### config.mk
export PLATFORM = sky130hd
export DESIGN_NAME = dhab_bridge
export DESIGN_NICKNAME = d
export VERILOG_FILES = /design/src/common/dhab_pkg.sv /design/src/dhab_bridge.sv
export SDC_FILE = /design/constraint.sdc
export NUM_CORES = 1
export LEC_CHECK = 0
export ABC_AREA = 1
export BUFFER_PORTS_ARGS = -buffer_cell sky130_fd_sc_hd__buf_4
export CAP_MARGIN = 20
export CORE_MARGIN = 4
export CORE_UTILIZATION = 57
export DETAILED_ROUTE_END_ITERATION = 16
export PLACE_DENSITY = 0.75
export SLEW_MARGIN = 20
export SYNTH_ARGS = -nofsm -noshare
export SYNTH_HDL_FRONTEND = slang
export SYNTH_SLANG_ARGS = --single-unit
### constraint.sdc
create_clock -name I_CLOCK -period 6.4 [get_ports I_CLOCK]
set_clock_uncertainty 0.15 [all_clocks]
set_input_delay 1.28 -clock I_CLOCK [delete_from_list [all_inputs] [get_ports I_CLOCK]]
set_output_delay 1.28 -clock I_CLOCK [all_outputs]
set_load 0.01 [all_outputs]
### src/common/dhab_pkg.sv
package dhab_pkg;
	localparam int DHAB_AW = 10;
	localparam int DHAB_DW = 32;
	localparam int DHAB_CODE_W = 10;
	localparam int DHAB_FLAGS_W = 7;
	localparam int DHAB_IDX_W = 2;
	localparam int DHAB_TBL_DEPTH = 4;
	localparam int DHAB_ADDR_W = 48;
	localparam int DHAB_LOW_W = 32;
	localparam int DHAB_HI_W = 16;

	// Window offsets inside one instance's base
	localparam logic [1:0] DHAB_OFF_HIGH = 2'h0;
	localparam logic [1:0] DHAB_OFF_LOW  = 2'h1;
	localparam logic [1:0] DHAB_OFF_CMD  = 2'h2;
	localparam logic [1:0] DHAB_OFF_IDLE = 2'h3;

	// Command codes handled inside the bridge
	localparam logic [9:0] DHAB_CODE_CAUSE  = 10'h3a0;
	localparam logic [9:0] DHAB_CODE_MASK   = 10'h3a4;
	localparam logic [9:0] DHAB_CODE_TBL_W0 = 10'h388;
	localparam logic [9:0] DHAB_CODE_TBL_W1 = 10'h38c;

	// Bit positions, counted from the LSB
	localparam int DHAB_CMD_WE_BIT   = 15;
	localparam int DHAB_IDLE_ALL_BIT = 16;
	localparam int DHAB_TBL_RD_BIT   = 23;
	localparam int DHAB_TBL_IDX_LO   = 16;

	// Access type index in the flag, cause and mask fields
	localparam logic [2:0] DHAB_TY_CFG_WR = 3'h6;
	localparam logic [2:0] DHAB_TY_CFG_RD = 3'h5;
	localparam logic [2:0] DHAB_TY_AF_WR  = 3'h4;
	localparam logic [2:0] DHAB_TY_AF_RD  = 3'h3;

	localparam logic [6:0]  DHAB_FLAGS_IDLE = 7'h7f;
	localparam logic [6:0]  DHAB_MASK_RST   = 7'h00;
	localparam logic [6:0]  DHAB_CAUSE_RST  = 7'h00;
	localparam logic [31:0] DHAB_WORD_RST   = 32'h0000_0000;

	localparam logic [9:0] DHAB_MAC0_BASE_DEF = 10'h000;
	localparam logic [9:0] DHAB_MAC1_BASE_DEF = 10'h004;

	typedef struct packed {
		logic        mac;
		logic [9:0]  addr;
		logic        we;
		logic [31:0] wdata;
	} dhab_host_req_t;

	typedef enum {DHAB_ST_IDLE, DHAB_ST_LOCAL, DHAB_ST_HOST} dhab_state_t;
endpackage

### src/dhab_bridge.sv
`timescale 1ns/1ps
module dhab_bridge #(
	parameter logic [9:0] MAC0_BUS_BASE = dhab_pkg::DHAB_MAC0_BASE_DEF,
	parameter logic [9:0] MAC1_BUS_BASE = dhab_pkg::DHAB_MAC1_BASE_DEF
) (
	input  wire logic                     I_CLOCK,
	input  wire logic                     I_RST_N,
	input  wire logic [9:0]               I_DCR_ADDR,
	input  wire logic                     I_DCR_READ,
	input  wire logic                     I_DCR_WRITE,
	input  wire logic [31:0]              I_DCR_WR_DBUS,
	output logic                          O_DCR_ACK,
	output logic [31:0]                   O_DCR_RD_DBUS,
	output logic                          O_HOST_REQ,
	output dhab_pkg::dhab_host_req_t      O_HOST_CMD,
	input  wire logic                     I_HOST_DONE,
	input  wire logic [31:0]              I_HOST_RDATA,
	output logic                          O_DONE_IRQ
);
	import dhab_pkg::*;

	function automatic logic [6:0] dhab_flags(input logic busy, input logic [2:0] ty);
		dhab_flags = busy ? (DHAB_FLAGS_IDLE & ~(7'h01 << ty)) : DHAB_FLAGS_IDLE;
	endfunction

	function automatic logic is_local(input logic [9:0] code);
		is_local = (code == DHAB_CODE_CAUSE) || (code == DHAB_CODE_MASK) ||
			(code == DHAB_CODE_TBL_W0) || (code == DHAB_CODE_TBL_W1);
	endfunction

	dhab_state_t      state_r, state_nxt;
	logic [1:0][31:0] hi_r, hi_nxt;
	logic [1:0][31:0] lo_r, lo_nxt;
	logic [1:0][31:0] cmd_r, cmd_nxt;
	logic [1:0][31:0] stage_r, stage_nxt;
	logic [1:0][6:0]  cause_r, cause_nxt;
	logic [1:0][6:0]  mask_r, mask_nxt;
	logic [2:0]       typ_r, typ_nxt;
	logic             evt_r, evt_nxt;
	dhab_host_req_t   req_r, req_nxt;
	logic             ack_r, ack_nxt;
	logic [31:0]      rdata_r, rdata_nxt;
	logic [47:0]      tbl_r [0:1][0:DHAB_TBL_DEPTH-1];

	logic        hit0, hit1, access, sel, done_ev, issue, tbl_we;
	logic [1:0]  off, tbl_idx;
	logic [47:0] tbl_data, tbl_rd;
	logic [6:0]  flags [0:1];
	logic        all_idle;
	logic [9:0]  code;

	assign hit0   = I_DCR_ADDR[9:2] == MAC0_BUS_BASE[9:2];
	assign hit1   = I_DCR_ADDR[9:2] == MAC1_BUS_BASE[9:2];
	assign sel    = hit1;
	assign off    = I_DCR_ADDR[1:0];
	// Strobe is held until ack, so the ack cycle itself must not act twice
	assign access = (I_DCR_READ | I_DCR_WRITE) & (hit0 | hit1) & ~ack_r;
	assign code   = I_DCR_WR_DBUS[DHAB_CODE_W-1:0];
	assign issue  = access & I_DCR_WRITE & (off == DHAB_OFF_CMD) &
		(state_r == DHAB_ST_IDLE);
	assign all_idle = state_r == DHAB_ST_IDLE;
	assign flags[0] = dhab_flags(~all_idle & ~req_r.mac, typ_r);
	assign flags[1] = dhab_flags(~all_idle & req_r.mac, typ_r);
	assign tbl_idx  = lo_r[req_r.mac][DHAB_TBL_IDX_LO +: DHAB_IDX_W];
	assign tbl_rd   = tbl_r[req_r.mac][tbl_idx];

	always_comb begin
		state_nxt = state_r;
		hi_nxt    = hi_r;
		lo_nxt    = lo_r;
		cmd_nxt   = cmd_r;
		stage_nxt = stage_r;
		cause_nxt = cause_r;
		mask_nxt  = mask_r;
		typ_nxt   = typ_r;
		evt_nxt   = evt_r;
		req_nxt   = req_r;
		rdata_nxt = rdata_r;
		ack_nxt   = access;
		done_ev   = 1'b0;
		tbl_we    = 1'b0;
		tbl_data  = {tbl_rd[47:32], stage_r[req_r.mac]};
		if (access && I_DCR_READ) begin
			if (off == DHAB_OFF_HIGH) begin
				rdata_nxt = hi_r[sel];
			end else if (off == DHAB_OFF_LOW) begin
				rdata_nxt = lo_r[sel];
			end else if (off == DHAB_OFF_CMD) begin
				rdata_nxt = cmd_r[sel];
			end else begin
				rdata_nxt = {15'h0000, all_idle, 9'h000, flags[sel]};
			end
		end
		if (access && I_DCR_WRITE) begin
			if (off == DHAB_OFF_HIGH) begin
				hi_nxt[sel] = I_DCR_WR_DBUS;
			end else if (off == DHAB_OFF_LOW) begin
				lo_nxt[sel] = I_DCR_WR_DBUS;
			end else if (off == DHAB_OFF_CMD && issue) begin
				cmd_nxt[sel] = I_DCR_WR_DBUS;
			end
		end
		if (issue) begin
			req_nxt.mac   = sel;
			req_nxt.addr  = code;
			req_nxt.we    = I_DCR_WR_DBUS[DHAB_CMD_WE_BIT];
			req_nxt.wdata = lo_r[sel];
			// Cause and mask accesses raise no event, else clearing would re-arm itself
			evt_nxt = !(code == DHAB_CODE_CAUSE || code == DHAB_CODE_MASK);
			typ_nxt = I_DCR_WR_DBUS[DHAB_CMD_WE_BIT] ? DHAB_TY_CFG_WR : DHAB_TY_CFG_RD;
			if (code == DHAB_CODE_TBL_W0) begin
				typ_nxt = DHAB_TY_AF_WR;
			end else if (code == DHAB_CODE_TBL_W1) begin
				typ_nxt = lo_r[sel][DHAB_TBL_RD_BIT] ? DHAB_TY_AF_RD : DHAB_TY_AF_WR;
			end
			state_nxt = is_local(code) ? DHAB_ST_LOCAL : DHAB_ST_HOST;
		end
		case (state_r)
			DHAB_ST_LOCAL: begin
				done_ev   = 1'b1;
				state_nxt = DHAB_ST_IDLE;
				if (req_r.addr == DHAB_CODE_CAUSE) begin
					if (req_r.we) begin
						cause_nxt[req_r.mac] = lo_r[req_r.mac][6:0];
					end else begin
						lo_nxt[req_r.mac] = {25'h0, cause_r[req_r.mac]};
					end
				end else if (req_r.addr == DHAB_CODE_MASK) begin
					if (req_r.we) begin
						mask_nxt[req_r.mac] = lo_r[req_r.mac][6:0];
					end else begin
						lo_nxt[req_r.mac] = {25'h0, mask_r[req_r.mac]};
					end
				end else if (req_r.addr == DHAB_CODE_TBL_W0) begin
					stage_nxt[req_r.mac] = lo_r[req_r.mac];
				end else if (lo_r[req_r.mac][DHAB_TBL_RD_BIT]) begin
					hi_nxt[req_r.mac] = {16'h0000, tbl_rd[47:32]};
					lo_nxt[req_r.mac] = tbl_rd[31:0];
				end else begin
					tbl_we   = 1'b1;
					tbl_data = {lo_r[req_r.mac][15:0], stage_r[req_r.mac]};
				end
			end
			DHAB_ST_HOST: begin
				if (I_HOST_DONE) begin
					done_ev   = 1'b1;
					state_nxt = DHAB_ST_IDLE;
					if (!req_r.we) begin
						lo_nxt[req_r.mac] = I_HOST_RDATA;
					end
				end
			end
			default: begin
			end
		endcase
		// Set after any cause write so a completing event whose mask bit is set is never lost
		if (done_ev && evt_r && mask_r[req_r.mac][typ_r]) begin
			cause_nxt[req_r.mac][typ_r] = 1'b1;
		end
	end

	always_ff @(posedge I_CLOCK or negedge I_RST_N) begin
		if (!I_RST_N) begin
			state_r <= DHAB_ST_IDLE;
			hi_r    <= {2{DHAB_WORD_RST}};
			lo_r    <= {2{DHAB_WORD_RST}};
			cmd_r   <= {2{DHAB_WORD_RST}};
			stage_r <= {2{DHAB_WORD_RST}};
			cause_r <= {2{DHAB_CAUSE_RST}};
			mask_r  <= {2{DHAB_MASK_RST}};
			typ_r   <= DHAB_TY_CFG_RD;
			evt_r   <= 1'b0;
			req_r   <= '0;
			ack_r   <= 1'b0;
			rdata_r <= DHAB_WORD_RST;
		end else begin
			state_r <= state_nxt;
			hi_r    <= hi_nxt;
			lo_r    <= lo_nxt;
			cmd_r   <= cmd_nxt;
			stage_r <= stage_nxt;
			cause_r <= cause_nxt;
			mask_r  <= mask_nxt;
			typ_r   <= typ_nxt;
			evt_r   <= evt_nxt;
			req_r   <= req_nxt;
			ack_r   <= ack_nxt;
			rdata_r <= rdata_nxt;
		end
	end

	// Table has no reset; contents are undefined until software writes them
	always_ff @(posedge I_CLOCK) begin
		if (tbl_we) begin
			tbl_r[req_r.mac][tbl_idx] <= tbl_data;
		end
	end

	assign O_DCR_ACK     = ack_r;
	assign O_DCR_RD_DBUS = rdata_r;
	assign O_HOST_REQ    = state_r == DHAB_ST_HOST;
	assign O_HOST_CMD    = req_r;
	assign O_DONE_IRQ    = |{cause_r[0], cause_r[1]};

	ack_single_a: assert property (@(posedge I_CLOCK) disable iff (!I_RST_N)
		O_DCR_ACK |=> !O_DCR_ACK) else $error("ack lasted more than one cycle");
	// Checks the fall after a zero cause write, not the OR itself, which would hold trivially
	irq_or_a: assert property (@(posedge I_CLOCK) disable iff (!I_RST_N)
		(state_r == DHAB_ST_LOCAL && req_r.addr == DHAB_CODE_CAUSE && req_r.we &&
		lo_r[req_r.mac][6:0] == DHAB_CAUSE_RST && cause_r[!req_r.mac] == DHAB_CAUSE_RST)
		|=> !O_DONE_IRQ) else $error("irq not dropped after cause clear");
	irq_hold_a: assert property (@(posedge I_CLOCK) disable iff (!I_RST_N)
		(O_DONE_IRQ &&
		!(state_r == DHAB_ST_LOCAL && req_r.addr == DHAB_CODE_CAUSE && req_r.we))
		|=> O_DONE_IRQ) else $error("irq dropped without a cause write");
	idle_flag_a: assert property (@(posedge I_CLOCK) disable iff (!I_RST_N)
		(access && I_DCR_READ && off == DHAB_OFF_IDLE && state_r != DHAB_ST_IDLE)
		|=> !O_DCR_RD_DBUS[DHAB_IDLE_ALL_BIT]) else $error("idle bit high while busy");
	cmd_ignore_a: assert property (@(posedge I_CLOCK) disable iff (!I_RST_N)
		(O_HOST_REQ && access && I_DCR_WRITE && off == DHAB_OFF_CMD && !I_HOST_DONE)
		|=> $stable(O_HOST_CMD) && O_HOST_REQ) else $error("command taken while busy");
	host_addr_a: assert property (@(posedge I_CLOCK) disable iff (!I_RST_N)
		(issue && !is_local(code)) |=> O_HOST_REQ &&
		O_HOST_CMD.addr == $past(I_DCR_WR_DBUS[9:0]) && O_HOST_CMD.wdata == $past(lo_r[sel]))
		else $error("host command not passed through");
	read_ret_a: assert property (@(posedge I_CLOCK) disable iff (!I_RST_N)
		(O_HOST_REQ && I_HOST_DONE && !req_r.we) |=>
		lo_r[$past(req_r.mac)] == $past(I_HOST_RDATA) && !O_HOST_REQ)
		else $error("read data not in low word");
	cause_set_a: assert property (@(posedge I_CLOCK) disable iff (!I_RST_N)
		(done_ev && evt_r && mask_r[req_r.mac][typ_r]) |=>
		cause_r[$past(req_r.mac)][$past(typ_r)] && O_DONE_IRQ)
		else $error("enabled completion not recorded");
	mask_gate_a: assert property (@(posedge I_CLOCK) disable iff (!I_RST_N)
		(done_ev && !mask_r[req_r.mac][typ_r] && state_r == DHAB_ST_HOST) |=>
		$stable(cause_r)) else $error("masked completion changed cause");
	local_done_a: assert property (@(posedge I_CLOCK) disable iff (!I_RST_N)
		(state_r == DHAB_ST_LOCAL) |-> (flags[req_r.mac] != DHAB_FLAGS_IDLE)
		##1 (state_r == DHAB_ST_IDLE)) else $error("local access not done in one cycle");
	cause_rd_a: assert property (@(posedge I_CLOCK) disable iff (!I_RST_N)
		(state_r == DHAB_ST_LOCAL && req_r.addr == DHAB_CODE_CAUSE && !req_r.we) |=>
		lo_r[$past(req_r.mac)][6:0] == $past(cause_r[req_r.mac]))
		else $error("cause value not in low word");
	cause_wr_a: assert property (@(posedge I_CLOCK) disable iff (!I_RST_N)
		(state_r == DHAB_ST_LOCAL && req_r.addr == DHAB_CODE_CAUSE && req_r.we) |=>
		cause_r[$past(req_r.mac)] == $past(lo_r[req_r.mac][6:0]))
		else $error("low word not copied into cause");
	mask_rd_a: assert property (@(posedge I_CLOCK) disable iff (!I_RST_N)
		(state_r == DHAB_ST_LOCAL && req_r.addr == DHAB_CODE_MASK && !req_r.we) |=>
		lo_r[$past(req_r.mac)][6:0] == $past(mask_r[req_r.mac]))
		else $error("mask value not in low word");
	mask_wr_a: assert property (@(posedge I_CLOCK) disable iff (!I_RST_N)
		(state_r == DHAB_ST_LOCAL && req_r.addr == DHAB_CODE_MASK && req_r.we) |=>
		mask_r[$past(req_r.mac)] == $past(lo_r[req_r.mac][6:0]))
		else $error("low word not copied into mask");
	stage_load_a: assert property (@(posedge I_CLOCK) disable iff (!I_RST_N)
		(state_r == DHAB_ST_LOCAL && req_r.addr == DHAB_CODE_TBL_W0) |=>
		stage_r[$past(req_r.mac)] == $past(lo_r[req_r.mac]))
		else $error("table word 0 not staged");
	tbl_rd_a: assert property (@(posedge I_CLOCK) disable iff (!I_RST_N)
		(state_r == DHAB_ST_LOCAL && req_r.addr == DHAB_CODE_TBL_W1 &&
		lo_r[req_r.mac][DHAB_TBL_RD_BIT]) |=> hi_r[$past(req_r.mac)][15:0] ==
		$past(tbl_rd[47:32]) && lo_r[$past(req_r.mac)] == $past(tbl_rd[31:0]))
		else $error("table entry not returned");
	tbl_wr_a: assert property (@(posedge I_CLOCK) disable iff (!I_RST_N)
		tbl_we |=> tbl_r[$past(req_r.mac)][$past(tbl_idx)] ==
		{$past(lo_r[req_r.mac][15:0]), $past(stage_r[req_r.mac])})
		else $error("table entry not committed");
	cfg_busy_a: assert property (@(posedge I_CLOCK) disable iff (!I_RST_N)
		O_HOST_REQ |-> !flags[O_HOST_CMD.mac][O_HOST_CMD.we ? DHAB_TY_CFG_WR : DHAB_TY_CFG_RD])
		else $error("ready flag high while host access pending");

	host_read_c: cover property (@(posedge I_CLOCK) disable iff (!I_RST_N)
		O_HOST_REQ && I_HOST_DONE && !req_r.we);
	tbl_read_c: cover property (@(posedge I_CLOCK) disable iff (!I_RST_N)
		state_r == DHAB_ST_LOCAL && req_r.addr == DHAB_CODE_TBL_W1 && !tbl_we);
	cause_clear_c: cover property (@(posedge I_CLOCK) disable iff (!I_RST_N)
		O_DONE_IRQ ##[1:200] !O_DONE_IRQ);
	cfg_write_c: cover property (@(posedge I_CLOCK) disable iff (!I_RST_N)
		O_HOST_REQ && I_HOST_DONE && req_r.we);
	tbl_write_c: cover property (@(posedge I_CLOCK) disable iff (!I_RST_N)
		tbl_we);
endmodule // dhab_bridge

==> metrics.md <==
| Metric | Value |
|---|---|
| Status | finished, final reports clean |
| Setup crit start kind | flop |
| Fin crit share | 68.4% |
| CORE AREA | 0.0619 mm^2 |
| Hold Path End | state_r[8] |
| Tot Pwr | 13100 uW |
| Commonest non-fill, non-tap cells in the layout | nand2_1, o21ai_0, dfrtp_1 |
| Max-Slew Margin vs Limit | 23.3% |
| Remaining Overflow, GRT | 0 |
| Minimum clock period | 4380 ps |
| Die ar. | 0.0670 mm^2 |
| WHS Path Cells | 0 |
| Initial antenna violation count | 0 |
| GPL Wtd Cong | 0.975 |
| DR iter-0 viols | 3823 |
| Vias in the first global route | 26569 |
| Comb power frac | 20.0% |
| HP Start | state_r[8] |
| Cts hold-fix bufs | 0 |
| Synth Register Bits | 781 |
| Post-Syn Nets | 4065 |
| Largest net degree at the start of global routing | 167 |
| Vias | 28576 |
| Critical path class | flop to flop |
| N_diodes | 0 |
| Setup repair after global routing missed its margin | no |
| CTS clk-pin slew, worst paths | 60 ps |
| First-pass GRT wire length | 162 mm |
| Worst Path Required | 6820 ps |
| Hold Fails Final Rpt | 0 |
| Maximum VDD drop | 0.182 mV |
| Row Count | 91 |
| Nets | 4115 |
| Maximum clock insertion buffer count | 3 |
| Final Worst Setup Slack | 2020 ps |
| Mapped Area | 0.0359 mm^2 |
| Reg-to-Reg Start | O_HOST_CMD[43] |
| Crit Reg-Reg Endpoint | lo_r[28] |
| Critical path peak fanout | 74 |
| DRT Pass-1 Iters | 8 |
| Max Cap Viol | 0 |
| Switch share | 31.5% |
| Vias/cell | 5.79 |
| Synth cell types | 48 |
| Leak | 0.0180 uW |
| Post-synthesis xor/xnor area fraction | 0.0244% |
| GR Util All Layers | 31.5% |
| Port buffer count | 157 |
| Worst-margin pin slew | 1140 ps |
| Final setup fails | 0 |
| Seq/Total Area, Yosys | 59.9% |
| Die Width | 259 um |
| Layout area overhead | 11.7% |
| Post-DP HPWL | 68.9 mm |
| Signal arrival time at the worst endpoint | 4800 ps |
| # clock sinks | 781 |
| Largest family of logic cells by synthesized area | simple AND/OR/NAND/NOR gates |
| Final WL | 107 mm |
| Fin Setup TNS | 0 ps |
| Power Dens Cells | 328 mW/mm^2 |
| Syn. warnings | 0 |
| Post-CTS setup buffers | 0 |
| Routed WL per cell | 21.6 um |
| Switching power of the nets | 4140 uW |
| CTS tree | yes |
| Util after Layout | 64.7% |
| CTS Buf Count | 80 |
| Peak Freq | 228 MHz |
| Post-synth EDFFs | 384 |
| Mux contribution to synthesized area | 0.551% |
| FF-to-FF path depth | 7 |
| Worst skew pair latency | 640 ps |
| Initial core utilization | 57.9% |
| Worst-path cell chain | inv_6 -> nand3_1 -> nor2_4 -> inv_2 -> nor2_1 -> a21oi_1 -> nand2_1 |
| Synth Area in Simple Gates | 21.1% |
| CTS resizes | 0 |
| Commonest non-fill, non-tap cell in the layout | nand2_1 |
| Layout cells sized above 1 | 11.5% |
| Adder-Cell Fraction of Synth Area | 0% |
| R2r setup slk | 2020 ps |
| Htree depth | 3 |
| Residual DRC | 0 |
| Num ports | 158 |
| Die height | 259 um |
| Post-Place Setup Slack | 1860 ps |
| Antenna viol nets, final | 0 |
| CP max-delay cell | nor2_4 |
| Final Max Tran Viols | 0 |
| Share of synthesized registers carrying an async set or reset | 50.8% |
| Internal power | 9000 uW |
| CP max stage delay | 1070 ps |
| Syn avg cell area | 9.00 um^2 |
| Ys flop type | dfrtp_1 |
| Hold Path Class | flop to flop |
| Post-Synthesis Cells | 3986 |
| Setup crit end kind | flop |
| Clock share of power | 35.3% |
| Sequential power share | 44.7% |
| Root Buffer | clkbuf_16 |
| Synth Area in Compound Gates | 12.2% |
cell usage after synthesis (4+ instances only):
| cell type | instances | area (um^2) |
|---|---|---|
| a211oi_1 | 12 | 90.1 |
| a21boi_0 | 11 | 82.6 |
| a21oi_1 | 60 | 300 |
| a22oi_1 | 67 | 503 |
| buf_1 | 11 | 41.3 |
| buf_2 | 87 | 435 |
| buf_4 | 18 | 135 |
| buf_6 | 13 | 146 |
| clkbuf_1 | 112 | 420 |
| dfrtp_1 | 395 | 9880 |
| edfxtp_1 | 384 | 11500 |
| inv_1 | 252 | 946 |
| inv_2 | 30 | 113 |
| mux2_2 | 6 | 67.6 |
| mux2i_1 | 13 | 130 |
| nand2_1 | 1269 | 4760 |
| nand2_2 | 9 | 56.3 |
| nand3_1 | 110 | 551 |
| nand3_2 | 6 | 60.1 |
| nand4_1 | 13 | 81.3 |
| nor2_1 | 391 | 1470 |
| nor2_2 | 14 | 87.6 |
| nor2_4 | 9 | 101 |
| nor3_1 | 18 | 90.1 |
| nor4_1 | 5 | 31.3 |
| o211ai_1 | 9 | 67.6 |
| o21a_1 | 11 | 82.6 |
| o21ai_0 | 417 | 2090 |
| o21ai_1 | 111 | 556 |
| o21ai_2 | 22 | 193 |
| o221ai_1 | 4 | 35.0 |
| o22a_1 | 10 | 87.6 |
| o22ai_1 | 29 | 181 |
| or2_2 | 32 | 200 |
routing by layer:
metal | track usage, % | vias up | wire length, um
li1 | - | 13220 | -
met1 | 44.3 | 13469 | 42100
met2 | 47.6 | 1628 | 47200
met3 | 7.11 | 259 | 12300
met4 | 13.7 | 0 | 5040
met5 | 0 | - | 0
state kept, by name (all words and copies together), names as in the netlist:
| signal | cells |
|---|---|
| O_HOST_CMD | 44 |
| cause_r | 14 |
| lo_r | 64 |
| mask_r | 14 |
| evt_r | 1 |
| hi_r | 64 |
| O_DCR_RD_DBUS | 32 |
| stage_r | 64 |
| cmd_r | 64 |
| O_DCR_ACK | 1 |
| tbl_r | 384 |
| state_r | 32 |
| typ_r | 3 |
logic make-up after synthesis:
logic type,count (synthesis)
xor+xnor,1
compound gates,775
buf+inv,527
simple gates,1883
mux,19
flops,781
worst max-delay path by stage:
stage	end	from	slack, ps	depth (start not counted)
detailed placement	lo_r[32]	I_DCR_ADDR[1]	1860	12
CTS	tbl_r[0][42]	O_HOST_CMD[43]	2100	9
global route	tbl_r[0][42]	O_HOST_CMD[43]	1820	9
global placement	hi_r[35]	I_DCR_ADDR[4]	1890	12
floorplan	tbl_r[1][48]	O_HOST_CMD[43]	1060	7
finish	lo_r[28]	O_HOST_CMD[43]	2020	7
power by group through the flow:
stage,Combinational (uW),Sequential [uW],Clock [uW]
floorplan,1490,5910,0
global placement,2490,5960,0
detailed placement,2530,5960,0
CTS,2550,5870,4680
global route,2840,5900,4910
finish,2620,5870,4640
through the flow:
step / hold slack (ps) / cell area [um^2] / cells
after floorplan: 280 / 35900 / 3986
after global placement: 215 / 37400 / 4787
after detailed placement: 216 / 37400 / 4789
after CTS: 229 / 40000 / 4937
after global routing: 230 / 40100 / 4939
final: 224 / 40100 / 4939
layout make-up:
class / count / area (um^2)
multi-input combinational: 2678 / 12200
clock inverter: 35 / 387
sequential: 781 / 21500
inverter: 286 / 1080
timing repair buffer: 209 / 1650
tap: 837 / 1050
fill: 5020 / 21900
clock buffer: 113 / 2220
critical path: cells and delay by family, from the launching register on:
family | cells | cell delay (ps)
simple gates | 4 | 2050
buf+inv | 2 | 1210
flops | 1 | 750
compound gates | 1 | 60
Note: power is estimated with default switching activity, not from simulation.
